## config.mk

```make
export PLATFORM = sky130hd
export DESIGN_NAME = drs_channel
export DESIGN_NICKNAME = d
export VERILOG_FILES = /design/src/drs_pkg.sv /design/src/drs_fifo.sv /design/src/drs_channel.sv
export SDC_FILE = /design/constraint.sdc
export NUM_CORES = 1
export LEC_CHECK = 0
export ABC_AREA = 0
export BUFFER_PORTS_ARGS = -buffer_cell sky130_fd_sc_hd__buf_2
export CAP_MARGIN = 20
export CORE_MARGIN = 3
export CORE_UTILIZATION = 25
export DETAILED_ROUTE_END_ITERATION = 16
export PLACE_DENSITY = 0.49
export SLEW_MARGIN = 20
export SYNTH_ARGS = -nofsm -noshare
export SYNTH_HDL_FRONTEND = slang
export SYNTH_SLANG_ARGS = --single-unit
```

## constraint.sdc

```tcl
create_clock -name ref_clk_i -period 3.7 [get_ports ref_clk_i]
set_input_delay 0.555 -clock ref_clk_i [delete_from_list [all_inputs] [get_ports ref_clk_i]]
set_output_delay 0.555 -clock ref_clk_i [all_outputs]
set_load 0.05 [all_outputs]
```

## src/drs_pkg.sv

```systemverilog
package drs_pkg;

   localparam int ADDR_W = 32;
   localparam int CNT_W = 32;
   localparam int SEL_W = 5;
   localparam int EVT_W = 18;

   // event select codes
   localparam logic [4:0] EVT_NONE = 5'h00;
   localparam logic [4:0] EVT_TIMER0 = 5'h01;
   localparam logic [4:0] EVT_TIMER1 = 5'h02;
   localparam logic [4:0] EVT_REFRESH = 5'h03;
   localparam logic [4:0] EVT_PIN4 = 5'h04;
   localparam logic [4:0] EVT_PIN7 = 5'h07;
   localparam logic [4:0] EVT_CH0 = 5'h08;
   localparam logic [4:0] EVT_CH3 = 5'h0B;
   localparam logic [4:0] EVT_SER0_TX = 5'h0C;
   localparam logic [4:0] EVT_SER1_RX = 5'h0F;
   localparam logic [4:0] EVT_HOST = 5'h10;
   localparam logic [4:0] EVT_SER2_TX = 5'h11;
   localparam logic [4:0] EVT_SER2_RX = 5'h12;
   localparam logic [4:0] EVT_LAST = 5'h12;

   // run-control values
   localparam logic [1:0] RUN_STOP = 2'h0;
   localparam logic [1:0] RUN_AUTO = 2'h3;

   // reload select encodings
   localparam logic [1:0] RLD_NONE = 2'h0;

   localparam logic [ADDR_W-1:0] ADDR_RESET = 32'h00000000;
   localparam logic [CNT_W-1:0] CNT_RESET = 32'h00000000;
   localparam int FIFO_DEPTH = 4;

   // sources of the 18 defined events, bit n-1 is code n
   typedef struct packed {
      logic serial2_rx;
      logic serial2_tx;
      logic host_to_core_event;
      logic serial1_rx;
      logic serial1_tx;
      logic serial0_rx_event;
      logic serial0_tx_event;
      logic channel3_done;
      logic channel2_done;
      logic channel1_done;
      logic channel0_done_event;
      logic ext_pin7;
      logic ext_pin6;
      logic ext_pin5;
      logic ext_pin4_event;
      logic refresh_timer_event;
      logic timer1_event;
      logic timer0_event;
   } drs_events_type;

   // channel configuration held in the primary and secondary control
   typedef struct packed {
      logic [1:0] run_control;
      logic [1:0] source_reload_select;
      logic [1:0] dest_reload_select;
      logic [1:0] split_mode;
      logic frame_sync_enable;
      logic [4:0] read_event_select;
      logic [4:0] write_event_select;
      logic read_event_polarity;
      logic write_event_polarity;
   } drs_cfg_type;

   // software event manipulation strobes
   typedef struct packed {
      logic read_set;
      logic read_event_clear_bit;
      logic write_set;
      logic write_event_clear_bit;
   } drs_sw_type;

   // completion indications from the data movers
   typedef struct packed {
      logic read_req_done;
      logic write_req_done;
      logic read_frame_end;
      logic write_frame_end;
      logic read_block_end;
      logic write_block_end;
      logic tx_done;
      logic rx_done;
   } drs_done_type;

   // reload register set as a packed word
   typedef struct packed {
      logic [CNT_W-1:0] count;
      logic [ADDR_W-1:0] src;
      logic [ADDR_W-1:0] dst;
   } drs_reload_type;

endpackage : drs_pkg

```

## src/drs_fifo.sv

```systemverilog
`timescale 1ns/1ps
`default_nettype none
module drs_fifo #(
   parameter int WIDTH = 96,
   parameter int DEPTH = 4
) (
   input wire logic ref_clk_i,
   input wire logic reset_n_i,
   input wire logic [WIDTH-1:0] in_data_i,
   input wire logic in_valid_i,
   output logic in_ready_o,
   output logic [WIDTH-1:0] out_data_o,
   output logic out_valid_o,
   input wire logic out_ready_i
);
   localparam int AW = (DEPTH > 1) ? $clog2(DEPTH) : 1;

   if (DEPTH < 2 || (DEPTH & (DEPTH - 1)) != 0) begin : g_bad_depth
      $error("fifo depth must be a power of two of at least 2");
   end

   logic [WIDTH-1:0] mem [DEPTH];
   logic [AW-1:0] wr_ptr;
   logic [AW-1:0] rd_ptr;
   logic [AW:0] count;
   logic [AW-1:0] next_wr_ptr;
   logic [AW-1:0] next_rd_ptr;
   logic [AW:0] next_count;
   logic next_ready;
   logic next_valid;
   logic push;
   logic pop;

   always_comb begin
      push = in_valid_i && (count != (AW+1)'(DEPTH));
      pop = out_ready_i && (count != '0);
      next_wr_ptr = push ? wr_ptr + 1'b1 : wr_ptr;
      next_rd_ptr = pop ? rd_ptr + 1'b1 : rd_ptr;
      next_count = count + (AW+1)'(push) - (AW+1)'(pop);
      // flags registered from the next count, so they match count exactly
      next_ready = (next_count != (AW+1)'(DEPTH));
      next_valid = (next_count != '0);
   end

   always_ff @(posedge ref_clk_i) begin
      if (!reset_n_i) begin
         wr_ptr <= '0;
         rd_ptr <= '0;
         count <= '0;
         in_ready_o <= 1'b1;
         out_valid_o <= 1'b0;
      end else begin
         wr_ptr <= next_wr_ptr;
         rd_ptr <= next_rd_ptr;
         count <= next_count;
         in_ready_o <= next_ready;
         out_valid_o <= next_valid;
      end
      if (push)
         mem[wr_ptr] <= in_data_i;
   end

   assign out_data_o = mem[rd_ptr];

   a_fifo_no_over: assert property (@(posedge ref_clk_i)
      disable iff (!reset_n_i) count <= (AW+1)'(DEPTH))
      else $error("fifo count above depth");
endmodule : drs_fifo
`default_nettype wire

```

## src/drs_channel.sv

```systemverilog
`timescale 1ns/1ps
`default_nettype none
// How it works
// - counter, source, destination each have reload
// - address reload can be excluded by select
// - block end loads counter from reload, selected addresses only in auto run
// - counter reloads at every frame end
// - read and write side reload separately
// - split mode: tx/rx reloads independent
// - read, write, frame transfers wait events
// - select zero means no synchronization
// - frame sync uses read select only
// - event codes decode to fixed sources
// - selected edge latches pending status flag
// - unselected type reads status as one
// - one event may trigger several latches
// - write one sets or clears, zero ignored
// - clear bits read zero, no storage
// - software manipulation beats hardware set/clear
// - request completion clears read/write flag
// - frame sync clears on first read done
// - polarity bits invert the latched edge
// - run control auto reloads and restarts
module drs_channel
   import drs_pkg::*;
(
   input wire logic ref_clk_i,
   input wire logic reset_n_i,
   input wire drs_pkg::drs_events_type events_i,
   input wire drs_pkg::drs_cfg_type cfg_i,
   input wire drs_pkg::drs_sw_type sw_i,
   input wire drs_pkg::drs_done_type done_i,
   input wire logic [drs_pkg::CNT_W-1:0] count_reload_i,
   input wire logic [drs_pkg::ADDR_W-1:0] src_reload_a_i,
   input wire logic [drs_pkg::ADDR_W-1:0] src_reload_b_i,
   input wire logic [drs_pkg::ADDR_W-1:0] dst_reload_a_i,
   input wire logic [drs_pkg::ADDR_W-1:0] dst_reload_b_i,
   input wire logic load_valid_i,
   output logic load_ready_o,
   input wire logic [drs_pkg::CNT_W-1:0] load_count_i,
   input wire logic [drs_pkg::ADDR_W-1:0] load_src_i,
   input wire logic [drs_pkg::ADDR_W-1:0] load_dst_i,
   input wire logic reload_take_i,
   output logic read_go_o,
   output logic write_go_o,
   output logic frame_go_o,
   output logic read_event_pending_o,
   output logic write_event_pending_o,
   output logic read_event_clear_bit_o,
   output logic write_event_clear_bit_o,
   output logic restart_o,
   output logic reload_pending_o,
   output logic [drs_pkg::CNT_W-1:0] read_count_o,
   output logic [drs_pkg::CNT_W-1:0] write_count_o,
   output logic [drs_pkg::ADDR_W-1:0] src_addr_o,
   output logic [drs_pkg::ADDR_W-1:0] dst_addr_o
);
   import drs_pkg::*;

   // pins pass two flops; on-chip event sources arrive on this clock
   logic [3:0] pin_meta;
   logic [3:0] pin_sync;
   logic [EVT_W-1:0] ev_vec;
   logic read_raw;
   logic write_raw;
   logic read_prev;
   logic write_prev;
   logic read_edge;
   logic write_edge;
   logic read_flag;
   logic write_flag;
   logic next_read_flag;
   logic next_write_flag;
   logic first_read;
   logic next_first_read;
   logic read_go;
   logic write_go;
   logic frame_go;
   logic restart;
   logic [CNT_W-1:0] read_count;
   logic [CNT_W-1:0] write_count;
   logic [ADDR_W-1:0] src_addr;
   logic [ADDR_W-1:0] dst_addr;
   logic [CNT_W-1:0] next_read_count;
   logic [CNT_W-1:0] next_write_count;
   logic [ADDR_W-1:0] next_src_addr;
   logic [ADDR_W-1:0] next_dst_addr;
   logic [ADDR_W-1:0] src_reload_sel;
   logic [ADDR_W-1:0] dst_reload_sel;
   logic src_rld_en;
   logic dst_rld_en;
   logic src_reload_ev;
   logic dst_reload_ev;
   drs_reload_type fifo_out;
   logic fifo_valid;

   // event decode; one source may feed both detectors at once
   function automatic logic pick(input logic [EVT_W-1:0] v,
                                 input logic [4:0] sel);
      logic r;
      r = 1'b0;
      if (sel != EVT_NONE && sel <= EVT_LAST)
         r = v[sel - 5'h01];
      return r;
   endfunction : pick

   always_ff @(posedge ref_clk_i) begin
      if (!reset_n_i) begin
         pin_meta <= 4'h0;
         pin_sync <= 4'h0;
      end else begin
         pin_meta <= {events_i.ext_pin7, events_i.ext_pin6,
                      events_i.ext_pin5, events_i.ext_pin4_event};
         pin_sync <= pin_meta;
      end
   end
   always_comb begin
      ev_vec = events_i;
      ev_vec[6:3] = pin_sync;
      // polarity xor so an inverted level gives a rising edge on fall
      read_raw = pick(ev_vec, cfg_i.read_event_select)
                 ^ cfg_i.read_event_polarity;
      write_raw = pick(ev_vec, cfg_i.write_event_select)
                  ^ cfg_i.write_event_polarity;
      read_edge = read_raw && !read_prev;
      write_edge = write_raw && !write_prev;
   end

   // software first, then hardware clear, then hardware set
   always_comb begin
      next_read_flag = read_flag;
      next_first_read = first_read;
      if (read_edge)
         next_read_flag = 1'b1;
      if (done_i.read_req_done && (!cfg_i.frame_sync_enable || first_read))
         next_read_flag = 1'b0;
      if (done_i.read_req_done)
         next_first_read = 1'b0;
      if (done_i.read_frame_end)
         next_first_read = 1'b1;
      if (sw_i.read_event_clear_bit)
         next_read_flag = 1'b0;
      else if (sw_i.read_set)
         next_read_flag = 1'b1;
      next_write_flag = write_flag;
      if (write_edge)
         next_write_flag = 1'b1;
      if (done_i.write_req_done)
         next_write_flag = 1'b0;
      if (sw_i.write_event_clear_bit)
         next_write_flag = 1'b0;
      else if (sw_i.write_set)
         next_write_flag = 1'b1;
   end

   always_ff @(posedge ref_clk_i) begin
      if (!reset_n_i) begin
         // start from the present level so reset makes no false edge
         read_prev <= read_raw;
         write_prev <= write_raw;
         read_flag <= 1'b0;
         write_flag <= 1'b0;
         first_read <= 1'b1;
      end else begin
         read_prev <= read_raw;
         write_prev <= write_raw;
         read_flag <= next_read_flag;
         write_flag <= next_write_flag;
         first_read <= next_first_read;
      end
   end

   // gating of transfers
   always_comb begin
      if (cfg_i.read_event_select == EVT_NONE) begin
         read_go = 1'b1;
      end else begin
         read_go = read_flag && !cfg_i.frame_sync_enable;
      end
      // frame sync: write side never waits, write select ignored
      if (cfg_i.frame_sync_enable || cfg_i.write_event_select == EVT_NONE)
         write_go = 1'b1;
      else
         write_go = write_flag;
      frame_go = !cfg_i.frame_sync_enable
                 || cfg_i.read_event_select == EVT_NONE
                 || read_flag || !first_read;
   end

   // reload selection; code zero excludes the address from reload
   always_comb begin
      src_rld_en = cfg_i.source_reload_select != RLD_NONE;
      dst_rld_en = cfg_i.dest_reload_select != RLD_NONE;
      src_reload_sel = (cfg_i.source_reload_select == 2'h1) ?
                       src_reload_a_i : src_reload_b_i;
      dst_reload_sel = (cfg_i.dest_reload_select == 2'h1) ?
                       dst_reload_a_i : dst_reload_b_i;
      restart = cfg_i.run_control == RUN_AUTO
                && done_i.read_block_end;
      if (cfg_i.split_mode != 2'h0) begin
         src_reload_ev = done_i.tx_done;
         dst_reload_ev = done_i.rx_done;
      end else begin
         src_reload_ev = done_i.read_block_end;
         dst_reload_ev = done_i.write_block_end;
      end
   end

   // new block parameters queue through the fifo before they run
   drs_fifo #(
      .WIDTH($bits(drs_reload_type)),
      .DEPTH(FIFO_DEPTH)
   ) u_fifo (
      .ref_clk_i(ref_clk_i),
      .reset_n_i(reset_n_i),
      .in_data_i({load_count_i, load_src_i, load_dst_i}),
      .in_valid_i(load_valid_i),
      .in_ready_o(load_ready_o),
      .out_data_o(fifo_out),
      .out_valid_o(fifo_valid),
      .out_ready_i(reload_take_i)
   );

   always_comb begin
      next_read_count = read_count;
      next_write_count = write_count;
      next_src_addr = src_addr;
      next_dst_addr = dst_addr;
      if (reload_take_i && fifo_valid) begin
         next_read_count = fifo_out.count;
         next_write_count = fifo_out.count;
         next_src_addr = fifo_out.src;
         next_dst_addr = fifo_out.dst;
      end
      if (done_i.read_frame_end || done_i.read_block_end)
         next_read_count = count_reload_i;
      if (done_i.write_frame_end || done_i.write_block_end)
         next_write_count = count_reload_i;
      if (src_reload_ev && src_rld_en && cfg_i.run_control == RUN_AUTO)
         next_src_addr = src_reload_sel;
      if (dst_reload_ev && dst_rld_en && cfg_i.run_control == RUN_AUTO)
         next_dst_addr = dst_reload_sel;
   end

   always_ff @(posedge ref_clk_i) begin
      if (!reset_n_i) begin
         read_count <= CNT_RESET;
         write_count <= CNT_RESET;
         src_addr <= ADDR_RESET;
         dst_addr <= ADDR_RESET;
         read_go_o <= 1'b0;
         write_go_o <= 1'b0;
         frame_go_o <= 1'b0;
         read_event_pending_o <= 1'b0;
         write_event_pending_o <= 1'b0;
         restart_o <= 1'b0;
      end else begin
         read_count <= next_read_count;
         write_count <= next_write_count;
         src_addr <= next_src_addr;
         dst_addr <= next_dst_addr;
         read_go_o <= read_go;
         write_go_o <= write_go;
         frame_go_o <= frame_go;
         read_event_pending_o <= (cfg_i.read_event_select == EVT_NONE)
                                 || next_read_flag;
         write_event_pending_o <= (cfg_i.write_event_select == EVT_NONE)
                                  || next_write_flag;
         restart_o <= restart;
      end
   end

   assign read_event_clear_bit_o = 1'b0;
   assign write_event_clear_bit_o = 1'b0;
   assign reload_pending_o = fifo_valid;
   assign read_count_o = read_count;
   assign write_count_o = write_count;
   assign src_addr_o = src_addr;
   assign dst_addr_o = dst_addr;

   a_sw_clear_wins: assert property (@(posedge ref_clk_i)
      disable iff (!reset_n_i)
      sw_i.read_event_clear_bit |=> !read_flag)
      else $error("read clear did not win");
   a_sw_set_wins: assert property (@(posedge ref_clk_i)
      disable iff (!reset_n_i)
      sw_i.write_set && !sw_i.write_event_clear_bit |=> write_flag)
      else $error("write set did not win");
   a_edge_latch: assert property (@(posedge ref_clk_i)
      disable iff (!reset_n_i)
      read_edge && !done_i.read_req_done && !sw_i.read_event_clear_bit
      |=> read_flag)
      else $error("read edge not latched");
   a_write_done_clr: assert property (@(posedge ref_clk_i)
      disable iff (!reset_n_i)
      done_i.write_req_done && !sw_i.write_set |=> !write_flag)
      else $error("write flag not cleared");
   a_none_reads_one: assert property (@(posedge ref_clk_i)
      disable iff (!reset_n_i)
      cfg_i.write_event_select == EVT_NONE |=> write_event_pending_o)
      else $error("unselected status not one");
   a_frame_count: assert property (@(posedge ref_clk_i)
      disable iff (!reset_n_i)
      done_i.read_frame_end |=> read_count == $past(count_reload_i))
      else $error("count not reloaded at frame end");
   a_no_reload_keep: assert property (@(posedge ref_clk_i)
      disable iff (!reset_n_i)
      cfg_i.split_mode == 2'h0 && done_i.read_block_end && !src_rld_en
      && !(reload_take_i && fifo_valid) |=> $stable(src_addr))
      else $error("excluded source reloaded");
   a_auto_restart: assert property (@(posedge ref_clk_i)
      disable iff (!reset_n_i)
      cfg_i.run_control == RUN_AUTO && done_i.read_block_end
      |=> restart_o)
      else $error("restart missing");
   a_fs_write_free: assert property (@(posedge ref_clk_i)
      disable iff (!reset_n_i)
      cfg_i.frame_sync_enable |=> write_go_o)
      else $error("write gated under frame sync");

   c_read_sync: cover property (@(posedge ref_clk_i) read_edge ##1 read_go);
   c_frame_end: cover property (@(posedge ref_clk_i) done_i.read_frame_end);
   c_restart: cover property (@(posedge ref_clk_i) restart_o);
   c_fifo_full: cover property (@(posedge ref_clk_i) !load_ready_o);
endmodule : drs_channel
`default_nettype wire

```

==> out/metrics.csv, run 1 <==
stage;metric;value;unit
critical_path;crit_required;4.10;ns
floorplan;die_x;301;um
pwr;p_per_area;665;nW/um^2
final_layout;area_delta_synth_final;27.1;%
timing;hold_violations;0;
critical_path;critical_path.slowest_cell;or4_2;
synthesis;synthDistinctLibCells;50;
floorplan;floorplan.die.height;301;um
critical_path;cp.arrival;2.88;ns
timing;period_minus_slack;2.49;ns
routing;totalWireLength;65500;um
critical_path;path_class;in2reg;
final_layout;post_route_cells_drive_above_1_share;0.361;
timing;clk_skew;0.0286;ns
critical_path;timing.critical_path.fanout_max;49;
final_layout;design.final.nets;2228;
place;portBuffers;446;
grt;grt_first_pass_wirelength;95500;um
critical_path;critical_path.max_stage_delay;1.25;ns
cts;cts_htree_levels;3;
timing;accumulated_negative_setup_slack;0;ns
pwr;p_switching;0.00554;W
timing;max_slew_margin;0.288;
outcome;status;finished, final reports clean;
synthesis;syn-cell-area;21700;sq um
floorplan;initial_standard_cell_utilization_of_the_core;0.254;
critical_path;worst-r2r-cell-count;9;
cts;worst_setup_hold_path_clk_slew;0.06;ns
timing;worst_slew_pin_slew;1.07;ns
cts;worst_skew_pair.late_latency;0.60;ns
grt;grt_remaining_overflow;0;
pwr;power_switching_share;0.302;
critical_path;regToRegEndpoint;u_fifo.in_ready_o$_SDFF_PN1_;
timing;setup_repair_after_global_routing_missed_its_margin;no;
synthesis;synth_edf_count;384;
pwr;clock_power_share;0.356;
floorplan;die_area;90500;sq um
pwr;comb_power_share;0.228;
flow_run;max-cap-violations;0;
cts;cts.hold.buffers_added;0;
routing;routed-via-count;14400;
synthesis;synth.top_cells.by_count;384 x edfxtp_1, 158 x dfxtp_1, 135 x a21oi_1, 100 x mux4_2, 99 x nor2b_1;
critical_path;critical_path.cell_chain;buf_2 -> nand2_1 -> or4_2 -> buf_4 -> a211oi_1 -> a311oi_1;
routing;first_iter_violations;896;
timing;timing.final.crit_share;0.672;
timing;finalSetupViolCount;0;
cts;ctsResizeCount;0;
cts;ctsRootBufferMaster;clkbuf_16;
place;dp.final_hpwl;44700;um
grt;track_usage;0.141;
cts;postCtsSetupRepairBufs;0;
pwr;seq_power_share;0.416;
routing;detail_route.drc_violations;0;
worst_hold_path;holdPathEnd;u_fifo.mem[1][36]$_DFFE_PP_;
routing;first_pass_iters;5;
synthesis;syn_area_per_cell;14.8;sq um
place;place_congestion;0.849;
routing;routedWlPerCell;21.1;um
grt;initial_antenna_violation_count;22;
routing;ant_nets;0;
synthesis;ys.flop_type;edfxtp_1;
pwr;totalPowerFinal;0.0184;W
floorplan;io_pins;449;
pwr;cellInternalPower;0.0128;W
synthesis;synth.yosys.seq_area_share;0.676;
pwr;p_leak;9.88;nW
synthesis;synth_top_cell_area_share;0.530;
cts;cts.sink_count;542;
timing;max_transition_viols_final;0;
timing;achievable-frequency;402;MHz
synthesis;yosysMostFrequentCell;edfxtp_1;
cts;ctsLongestPathBuffers;3;
synthesis;synth.ff_latch_count;542;
pwr;irDropWorstVdd;0.000316;V
critical_path;setup.reg_to_reg.worst_slack;1.34;ns
floorplan;fp-row-count;107;
synthesis;synthCells;1469;
synthesis;synth-async-reset-ratio;0;
worst_hold_path;holdPathStages;1;
cts;clock_tree_from_tritoncts;yes;
grt;grt_pass1_vias;15000;
cts;tritoncts.num_buffers;66;
synthesis;netlist_top_cells_area;edfxtp_1 53%, dfxtp_1 15%, mux4_2 10%;
grt;largest_net_degree_at_the_start_of_global_routing;77;
worst_hold_path;hp-start;load_src_i[4];
critical_path;critical_path.reg2reg.startpoint;u_fifo.count[1]$_SDFF_PN0_;
critical_path;worstSetupEndpointType;flip-flop;
synthesis;synth_top_area_cell;edfxtp_1;
floorplan;core_region_area;85700;sq um
synthesis;yosysWarnings;0;
worst_hold_path;worstHoldPathType;in2reg;
routing;post_drt_via_cell_ratio;4.64;
critical_path;timing.critical_path.from_type;input port;
metal layers:
| metal | vias up | wire [um] | GRT usage |
|---|---|---|---|
| li1 | 6627 | - | - |
| met3 | 127 | 4680 | 0.0397 |
| met2 | 454 | 31400 | 0.233 |
| met4 | 16 | 1760 | 0.0482 |
| met1 | 7207 | 27500 | 0.176 |
| met5 | - | 102 | 0 |
sequential cells by signal, summed over array words and instances, names as in the netlist, 2 cells and up, named ones only:
name	flops
pin_sync	4
dst_addr_o	32
u_fifo.count	3
u_fifo.mem	384
u_fifo.wr_ptr	2
src_addr_o	32
pin_meta	4
read_count_o	32
write_count_o	32
u_fifo.rd_ptr	2
worst max path at each step:
| stage | startpoint | to | slack, ns | cells after the start |
|---|---|---|---|---|
| after detailed placement | cfg_i[20] | dst_addr_o[21]$_SDFFE_PN0P_ | 0.65 | 6 |
| after floorplan | load_valid_i | u_fifo.mem[1][0]$_DFFE_PP_ | 0.01 | 2 |
| after global routing | u_fifo.count[1]$_SDFF_PN0_ | u_fifo.in_ready_o$_SDFF_PN1_ | 1.12 | 9 |
| after global placement | done_i[3] | src_addr_o[29]$_SDFFE_PN0P_ | 0.70 | 6 |
| after CTS | cfg_i[20] | dst_addr_o[1]$_SDFFE_PN0P_ | 1.27 | 6 |
| final | cfg_i[20] | dst_addr_o[21]$_SDFFE_PN0P_ | 1.21 | 6 |
final cells by class:
class                           instances  area, sq um
Clock buffer                           93         1910
Clock inverter                         28          322
Tap cell                             1144         1430
Timing Repair Buffer                  483         2620
Antenna cell                            8         20.0
Fill cell                            8605        58000
Inverter                               17         63.8
Sequential cell                       542        14700
Multi-Input combinational cell        794         6570
per-stage QoR:
stage | hold WS [ns] | instances | instance area [sq um] | setup slack (ns) | utilization
global placement | 0.415 | 2980 | 25400 | 0.701 | 0.296
CTS | 0.111 | 3101 | 27600 | 1.27 | 0.322
floorplan | 0.412 | 1470 | 21700 | 0.0129 | -
finish | 0.176 | 3109 | 27600 | 1.21 | 0.323
global route | 0.140 | 3104 | 27600 | 1.12 | 0.322
detailed placement | 0.422 | 2980 | 25400 | 0.649 | 0.296
placed cells by master, fill, tap and decap left out, drive strengths merged, types with 14 or more instances in the layout:
master    n
a21oi   135
nor2b    99
and2     14
inv      19
o21ai    67
nor2     24
dfxtp   158
clkinv   20
buf     483
edfxtp  384
mux4    104
nand2    77
a311oi   64
a211oi   64
nand3    66
clkbuf   93
power groups by stage:
stage	logic [W]	clock network (W)	registers, W
2_1_floorplan	0.00225	0	0.00835
3_3_place_gp	0.00425	0	0.00776
3_5_place_dp	0.00429	0	0.00778
4_1_cts	0.00430	0.00678	0.00767
5_1_grt	0.00454	0.00703	0.00772
6_report	0.00419	0.00654	0.00765
critical path: cells and delay by family:
kind / cells / cell delay (ns)
AO/OA/AOI/OAI: 2 / 0.30
buffers and inverters: 2 / 0.45
AND/OR/NAND/NOR: 2 / 1.52
cells by family (layout without fill, tap and decap cells):
family	Yosys count	in the layout	share of synthesized area
xor gates and xnor gates	12	12	0.00483
DFF	542	542	0.676
adders and majority gates	13	13	0.00783
other	1	10	0.000172
and+or+nand+nor	309	309	0.0741
AOI/OAI and AO/OA	347	347	0.101
muxes	111	111	0.112
buffers and inverters	134	621	0.0249
Power figures use the tool's default switching activity.
==> inputs of run 2 (changes only) <==
==> constraint.sdc (replaced) <==
create_clock -name ref_clk_i -period 2.2 [get_ports ref_clk_i]
set_input_delay 0.33 -clock ref_clk_i [delete_from_list [all_inputs] [get_ports ref_clk_i]]
set_output_delay 0.33 -clock ref_clk_i [all_outputs]
set_load 0.05 [all_outputs]
==> out/metrics.csv, run 2 (synthesis results as in run 1) <==
stage;metric;value;unit;change
pwr;power_switching_share;0.300;;-0.00174
flow_run;max-cap-violations;0;;unchanged
final_layout;final_design_area_no_fill;29500;sq um;+6.7%
grt;track_usage;0.144;;+0.00321
grt;grt_first_pass_wirelength;99600;um;+4.3%
timing;clk_skew;0.0221;ns;-0.00645 ns
pwr;p_switching;0.00933;W;+68%
worst_hold_path;worstHoldPathType;in2reg;;
place;dpl.cell_count;3025;;+1.5%
place;place_congestion;0.872;;+2.7%
critical_path;path_class;reg2reg;;
routing;routed-via-count;15200;;+5.0%
critical_path;cp.arrival;2.69;ns;-0.19 ns
timing;hold_violations;0;;unchanged
pwr;clock_power_share;0.338;;-0.018
grt;grt_pass1_vias;16100;;+7.0%
cts;ctsRootBufferMaster;clkbuf_16;;
cts;worst_skew_pair.late_latency;0.63;ns;+0.03 ns
final_layout;final_cells;3276;;+5.4%
grt;initial_antenna_violation_count;12;;-45%
final_layout;max_flop_register;u_fifo.mem;;
timing;worst_slew_pin_slew;1.03;ns;-0.0385 ns
floorplan;initial_standard_cell_utilization_of_the_core;0.254;;unchanged
cts;cts.sink_count;542;;unchanged
floorplan;fp-row-count;107;;unchanged
routing;first_iter_violations;848;;-5.4%
cts;ctsLongestPathBuffers;3;;unchanged
final_layout;final.fill_count;8458;;-1.7%
routing;detail_route.drc_violations;0;;unchanged
cts;clock_tree_from_tritoncts;yes;;
final_layout;mostFrequentLayoutCell;buf_2;;
routing;totalWireLength;66300;um;+1.3%
routing;first_pass_iters;5;;unchanged
critical_path;timing.critical_path.fanout_max;2;;-96%
pwr;comb_power_share;0.255;;+0.027
pwr;p_leak;10.7;nW;+8.1%
worst_hold_path;holdPathStages;3;;+2
timing;period_minus_slack;2.19;ns;
place;placed_cell_area;26000;sq um;+2.4%
final_layout;number_of_flip_flops_in_the_largest_register;384;;unchanged
pwr;cellInternalPower;0.0218;W;+70%
routing;ant_nets;0;;unchanged
timing;achievable-frequency;457;MHz;
critical_path;crit_required;2.70;ns;-1.40 ns
floorplan;die_area;90500;sq um;unchanged
cts;cts_htree_levels;2;;-1
routing;post_drt_via_cell_ratio;4.63;;-0.34%
routing;routedWlPerCell;20.2;um;-3.9%
timing;max_slew_margin;0.314;;+0.0257
floorplan;core_region_area;85700;sq um;unchanged
pwr;seq_power_share;0.407;;-0.009
final_layout;most-common-layout-cells;446 x buf_2, 384 x edfxtp_1, 153 x dfxtp_1, 135 x a21oi_1, 135 x dlygate4sd3_1;;
cts;worst_setup_hold_path_clk_slew;0.06;ns;about the same
pwr;irDropWorstVdd;0.000524;V;+66%
grt;largest_net_degree_at_the_start_of_global_routing;77;;unchanged
critical_path;worst-r2r-cell-count;10;;+1
final_layout;design.final.nets;2402;;+7.8%
place;dp.final_hpwl;46000;um;+2.9%
cts;tritoncts.num_buffers;59;;-11%
floorplan;io_pins;449;;unchanged
final_layout;area_delta_synth_final;35.6;%;
timing;finalSetupViolCount;0;;unchanged
timing;setup_repair_after_global_routing_missed_its_margin;yes;;
critical_path;timing.critical_path.from_type;flip-flop;;
critical_path;worstSetupEndpointType;flip-flop;;
floorplan;floorplan.die.height;301;um;unchanged
grt;grt_remaining_overflow;0;;unchanged
floorplan;die_x;301;um;unchanged
final_layout;post_route_cells_drive_above_1_share;0.355;;-0.00566
timing;timing.final.crit_share;0.995;;
pwr;p_per_area;1050;nW/um^2;+59%
outcome;status;finished, final reports clean;;
timing;max_transition_viols_final;0;;unchanged
place;portBuffers;446;;unchanged
## run 2: changes by cell type in the layout (fill, tap and decap cells not counted), moves of 4 or more
cell	previous run	this run
bufinv_16	5	9
diode_2	8	3
clkbuf_16	72	61
clkinvlp_4	1	6
buf_12	9	32
dlygate4sd3_1	0	135
clkbuf_1	18	8
buf_4	28	51
clkinv_8	4	0
## run 2: area by class of cell
class | count | area, sq um | share of cell area
antenna | 3 | 7.51 | 0.000255
tap | 1144 | 1430 | 0.0485
multi-input combinational | 794 | 6570 | 0.223
sequential | 542 | 14700 | 0.499
clock buffer | 74 | 1630 | 0.0551
timing repair buffer | 664 | 4610 | 0.156
clock inverter | 38 | 477 | 0.0162
inverter | 17 | 65.1 | 0.00221
## run 2: repair_timing
action                                 CTS  global route
setup endpoints to repair                2             2
buffers inserted                         0             1
hold buffers                           135             0
resized for setup                        2             3
pin swaps                                5             1
endpoints found under the hold margin  452             0
gates cloned                             0             0
## run 2: power groups by stage
stage               registers (W)  clock network [W]  logic [W]
floorplan                  0.0140                  0    0.00378
global placement           0.0128                  0    0.00779
detailed placement         0.0129                  0    0.00786
CTS                        0.0127             0.0109    0.00813
global route               0.0128             0.0113    0.00859
finish                     0.0127             0.0105    0.00792
## run 2: worst max-delay path: stages, from the launching register on
cell and delay (ns):
dfxtp_2 0.32, o31a_1 0.32, ha_1 0.28, inv_1 0.06, ha_1 0.15, inv_2 0.04
fa_2 0.35, xnor2_2 0.17, xnor2_1 0.15, and2_1 0.17, nand3b_1 0.07
## run 2: layer usage
layer | global-route usage | vias up | wire length, um
li1 | - | 6976 | -
met1 | 0.187 | 7573 | 28500
met2 | 0.242 | 482 | 31900
met3 | 0.0327 | 112 | 4190
met4 | 0.0357 | 12 | 1570
met5 | 0 | - | 92
## run 2: path summary, 6_finish.rpt
| check | startpoint | end | slack (ns) |
|---|---|---|---|
| max reg2reg | u_fifo.count[1]$_SDFF_PN0_ | u_fifo.in_ready_o$_SDFF_PN1_ | 0.01 |
| min reg2reg | pin_meta[2]$_SDFF_PN0_ | pin_sync[2]$_SDFF_PN0_ | 0.43 |
| max | u_fifo.count[1]$_SDFF_PN0_ | u_fifo.in_ready_o$_SDFF_PN1_ | 0.01 |
| min | sw_i[1] | write_flag$_SDFF_PN0_ | 0.05 |
## run 2: metrics by stage
step	setup WS [ns]	hold WS, ns	total power, W	TNS [ns]	utilization
finish	0.0105	0.0525	0.0311	0	0.344
global route	-0.108	0.0256	0.0327	-0.131	0.344
CTS	0.00611	0.000469	0.0317	0	0.344
detailed placement	-0.147	0.422	0.0207	-0.999	0.304
global placement	-0.117	0.418	0.0206	-0.814	0.304
floorplan	-0.323	0.412	0.0178	-123.88	-
==> inputs of run 3 (changes only) <==
--- a/config.mk
+++ b/config.mk
@@ -9,9 +9,9 @@
 export BUFFER_PORTS_ARGS = -buffer_cell sky130_fd_sc_hd__buf_2
 export CAP_MARGIN = 20
 export CORE_MARGIN = 3
-export CORE_UTILIZATION = 25
+export CORE_UTILIZATION = 52
 export DETAILED_ROUTE_END_ITERATION = 16
-export PLACE_DENSITY = 0.49
+export PLACE_DENSITY = 0.81
 export SLEW_MARGIN = 20
 export SYNTH_ARGS = -nofsm -noshare
 export SYNTH_HDL_FRONTEND = slang
==> constraint.sdc (replaced) <==
create_clock -name ref_clk_i -period 2.3 [get_ports ref_clk_i]
set_input_delay 0.345 -clock ref_clk_i [delete_from_list [all_inputs] [get_ports ref_clk_i]]
set_output_delay 0.345 -clock ref_clk_i [all_outputs]
set_load 0.05 [all_outputs]
==> out/metrics.csv, run 3 (synthesis results as in run 1) <==
stage;metric;value;unit;change
pwr;p_per_area;1010;nW/um^2;-4.1%
timing;hold_violations;0;;unchanged
routing;first_pass_iters;5;;unchanged
pwr;p_switching;0.00828;W;-11%
critical_path;cp.arrival;2.67;ns;-0.02 ns
pwr;totalPowerFinal;0.0279;W;-10%
critical_path;worst_setup_path_endpoint;u_fifo.in_ready_o$_SDFF_PN1_;;
pwr;power_switching_share;0.297;;-0.00333
critical_path;worstSetupEndpointType;flip-flop;;
critical_path;crit_family;adder cells;;
critical_path;critical_path.cell_chain;o31a_1 -> ha_1 -> inv_1 -> ha_1 -> inv_1 -> fa_2 -> xnor2_2 -> xnor2_1 -> and2_1 -> nand3b_1;;
critical_path;critical_path.max_stage_delay;0.35;ns;about the same
critical_path;worst-r2r-cell-count;10;;unchanged
cts;cts_htree_levels;2;;unchanged
final_layout;most-common-layout-cells;446 x buf_2, 384 x edfxtp_1, 154 x dfxtp_1, 135 x a21oi_1, 103 x dlygate4sd3_1;;
critical_path;regToRegEndpoint;u_fifo.in_ready_o$_SDFF_PN1_;;
pwr;cellInternalPower;0.0196;W;-9.8%
place;place_congestion;0.875;;+0.26%
timing;finalSetupViolCount;0;;unchanged
critical_path;path_class;reg2reg;;
pwr;irDropWorstVdd;0.000741;V;+41%
critical_path;setup.reg_to_reg.worst_slack;0.10;ns;+0.09 ns
floorplan;core_region_area;41100;sq um;-52%
floorplan;fp-row-count;74;;-31%
floorplan;floorplan.die.height;210;um;-30%
timing;worst_slew_pin_slew;0.644;ns;-0.385 ns
pwr;seq_power_share;0.434;;+0.027
critical_path;number_of_buffer_and_inverter_instances_along_the_worst_setup_path;2;;unchanged
cts;clock_tree_from_tritoncts;yes;;
routing;post_drt_via_cell_ratio;5.89;;+27%
critical_path;crit_cells;10;;unchanged
floorplan;io_pins;449;;unchanged
final_layout;area_delta_synth_final;26.9;%;
cts;ctsLongestPathBuffers;3;;unchanged
routing;detail_route.drc_violations;0;;unchanged
grt;initial_antenna_violation_count;7;;-5
final_layout;mostFrequentLayoutCell;buf_2;;
grt;grt_first_pass_wirelength;85000;um;-15%
critical_path;timing.critical_path.fanout_max;3;;+1
timing;setup_repair_after_global_routing_missed_its_margin;yes;;
final_layout;post_route_cells_drive_above_1_share;0.340;;-0.0147
grt;grt_remaining_overflow;0;;unchanged
critical_path;timing.critical_path.from_type;flip-flop;;
cts;ctsRootBufferMaster;clkbuf_16;;
pwr;p_leak;10.1;nW;-5.0%
flow_run;max-cap-violations;0;;unchanged
routing;ant_nets;0;;unchanged
timing;accumulated_negative_setup_slack;0;ns;unchanged
cts;cts.sink_count;542;;unchanged
outcome;status;finished, final reports clean;;
final_layout;max_flop_register;u_fifo.mem;;
pwr;comb_power_share;0.249;;-0.006
routing;totalWireLength;55800;um;-16%
critical_path;critical_path.reg2reg.startpoint;u_fifo.count[2]$_SDFF_PN0_;;
timing;max_slew_margin;0.571;;+0.257
timing;clk_skew;0.0168;ns;-0.00532 ns
critical_path;worstSetupStartpoint;u_fifo.count[2]$_SDFF_PN0_;;
critical_path;critical_path.slowest_cell;fa_2;;
routing;first_iter_violations;1295;;+53%
place;portBuffers;446;;unchanged
cts;tritoncts.num_buffers;53;;-10%
timing;achievable-frequency;455;MHz;-0.38%
floorplan;initial_standard_cell_utilization_of_the_core;0.529;;+0.275
timing;period_minus_slack;2.20;ns;+0.00840 ns
critical_path;crit_required;2.77;ns;+0.07 ns
worst_hold_path;worstHoldPathType;in2reg;;
place;dp.final_hpwl;35100;um;-24%
cts;worst_setup_hold_path_clk_slew;0.06;ns;about the same
grt;largest_net_degree_at_the_start_of_global_routing;98;;+27%
final_layout;postLayoutCoreUtil;0.671;;+0.327
routing;routed-via-count;15200;;+0.040%
grt;grt_pass1_vias;15600;;-3.0%
pwr;clock_power_share;0.316;;-0.022
timing;timing.final.crit_share;0.956;;-0.0396
place;placement.setup.worst_slack;-0.00597;ns;+0.141 ns
routing;routedWlPerCell;21.7;um;+7.2%
floorplan;die_area;44300;sq um;-51%
floorplan;die_x;210;um;-30%
timing;max_transition_viols_final;0;;unchanged
grt;track_usage;0.246;;+0.102
final_layout;design.final.nets;2316;;-3.6%
timing;final_critical_path_setup_slack;0.102;ns;+0.0916 ns
cts;worst_skew_pair.late_latency;0.60;ns;-0.03 ns
final_layout;number_of_flip_flops_in_the_largest_register;384;;unchanged
-- run 3: cell types whose count changed in the layout (fill, tap and decap cells not counted), sizes merged --
| cell | delta |
|---|---|
| clkinvlp | -4 |
| dlygate4sd3 | -32 |
| inv | +2 |
| diode | +2 |
| clkbuf | -1 |
| clkinv | -6 |
| bufinv | -4 |
| buf | -48 |
-- run 3: tightest hold or removal path, delay by kind of cell --
family	cells	cell delay, ns
buffers and inverters	1	0.08
AO/OA/AOI/OAI	2	0.17
-- run 3: per-stage QoR --
stage | cells | hold WS [ns] | instance area, sq um
6_report | 2573 | 0.0448 | 27600
5_1_grt | 2573 | 0.0410 | 27600
4_1_cts | 2566 | 0.00415 | 27600
3_5_place_dp | 2364 | 0.422 | 24700
3_3_place_gp | 2364 | 0.417 | 24700
2_1_floorplan | 1470 | 0.412 | 21800
-- run 3: timing repair --
action,in CTS,in global routing
pin swaps,0,4
hold endpoints to repair,391,0
hold buffers,103,0
endpoints found under the setup margin,1,2
buffers inserted,0,2
resized for setup,2,1
-- run 3: worst min-delay path by stage --
stage               cells after the start                        endpoint                    from  slack [ns]
floorplan                               1          pin_sync[0]$_SDFF_PN0_  pin_meta[0]$_SDFF_PN0_        0.41
global placement                        1          pin_sync[1]$_SDFF_PN0_  pin_meta[1]$_SDFF_PN0_        0.42
global route                            3  write_count_o[29]$_SDFFE_PN0P_      count_reload_i[29]        0.04
detailed placement                      1          pin_sync[3]$_SDFF_PN0_  pin_meta[3]$_SDFF_PN0_        0.42
finish                                  3   write_count_o[2]$_SDFFE_PN0P_       count_reload_i[2]        0.04
CTS                                     3   write_count_o[2]$_SDFFE_PN0P_       count_reload_i[2]       0.004
-- run 3: routing by layer --
layer | wire [um] | up-vias | global-route usage | share of wire
met5 | 13 | - | 0 | 0.00023
met4 | 2180 | 2 | 0.106 | 0.039
met3 | 3870 | 161 | 0.0430 | 0.069
met2 | 28000 | 733 | 0.419 | 0.50
met1 | 21800 | 7487 | 0.315 | 0.39
li1 | - | 6778 | - | -
-- run 3: cell type report --
type                            instances  area, sq um
Multi-Input combinational cell        794         6570
Clock inverter                         26          280
Sequential cell                       542        14700
Timing Repair Buffer                  584         3790
Fill cell                            2810        13500
Clock buffer                           73         1510
Antenna cell                            5         12.5
Inverter                               17         63.8
Tap cell                              532          666
-- run 3: power groups by stage --
stage | Combinational [W] | Sequential (W) | Clock, W
final | 0.00696 | 0.0121 | 0.00883
after global routing | 0.00746 | 0.0122 | 0.00935
after CTS | 0.00701 | 0.0121 | 0.00897
after detailed placement | 0.00678 | 0.0123 | 0
after global placement | 0.00666 | 0.0122 | 0
after floorplan | 0.00362 | 0.0134 | 0
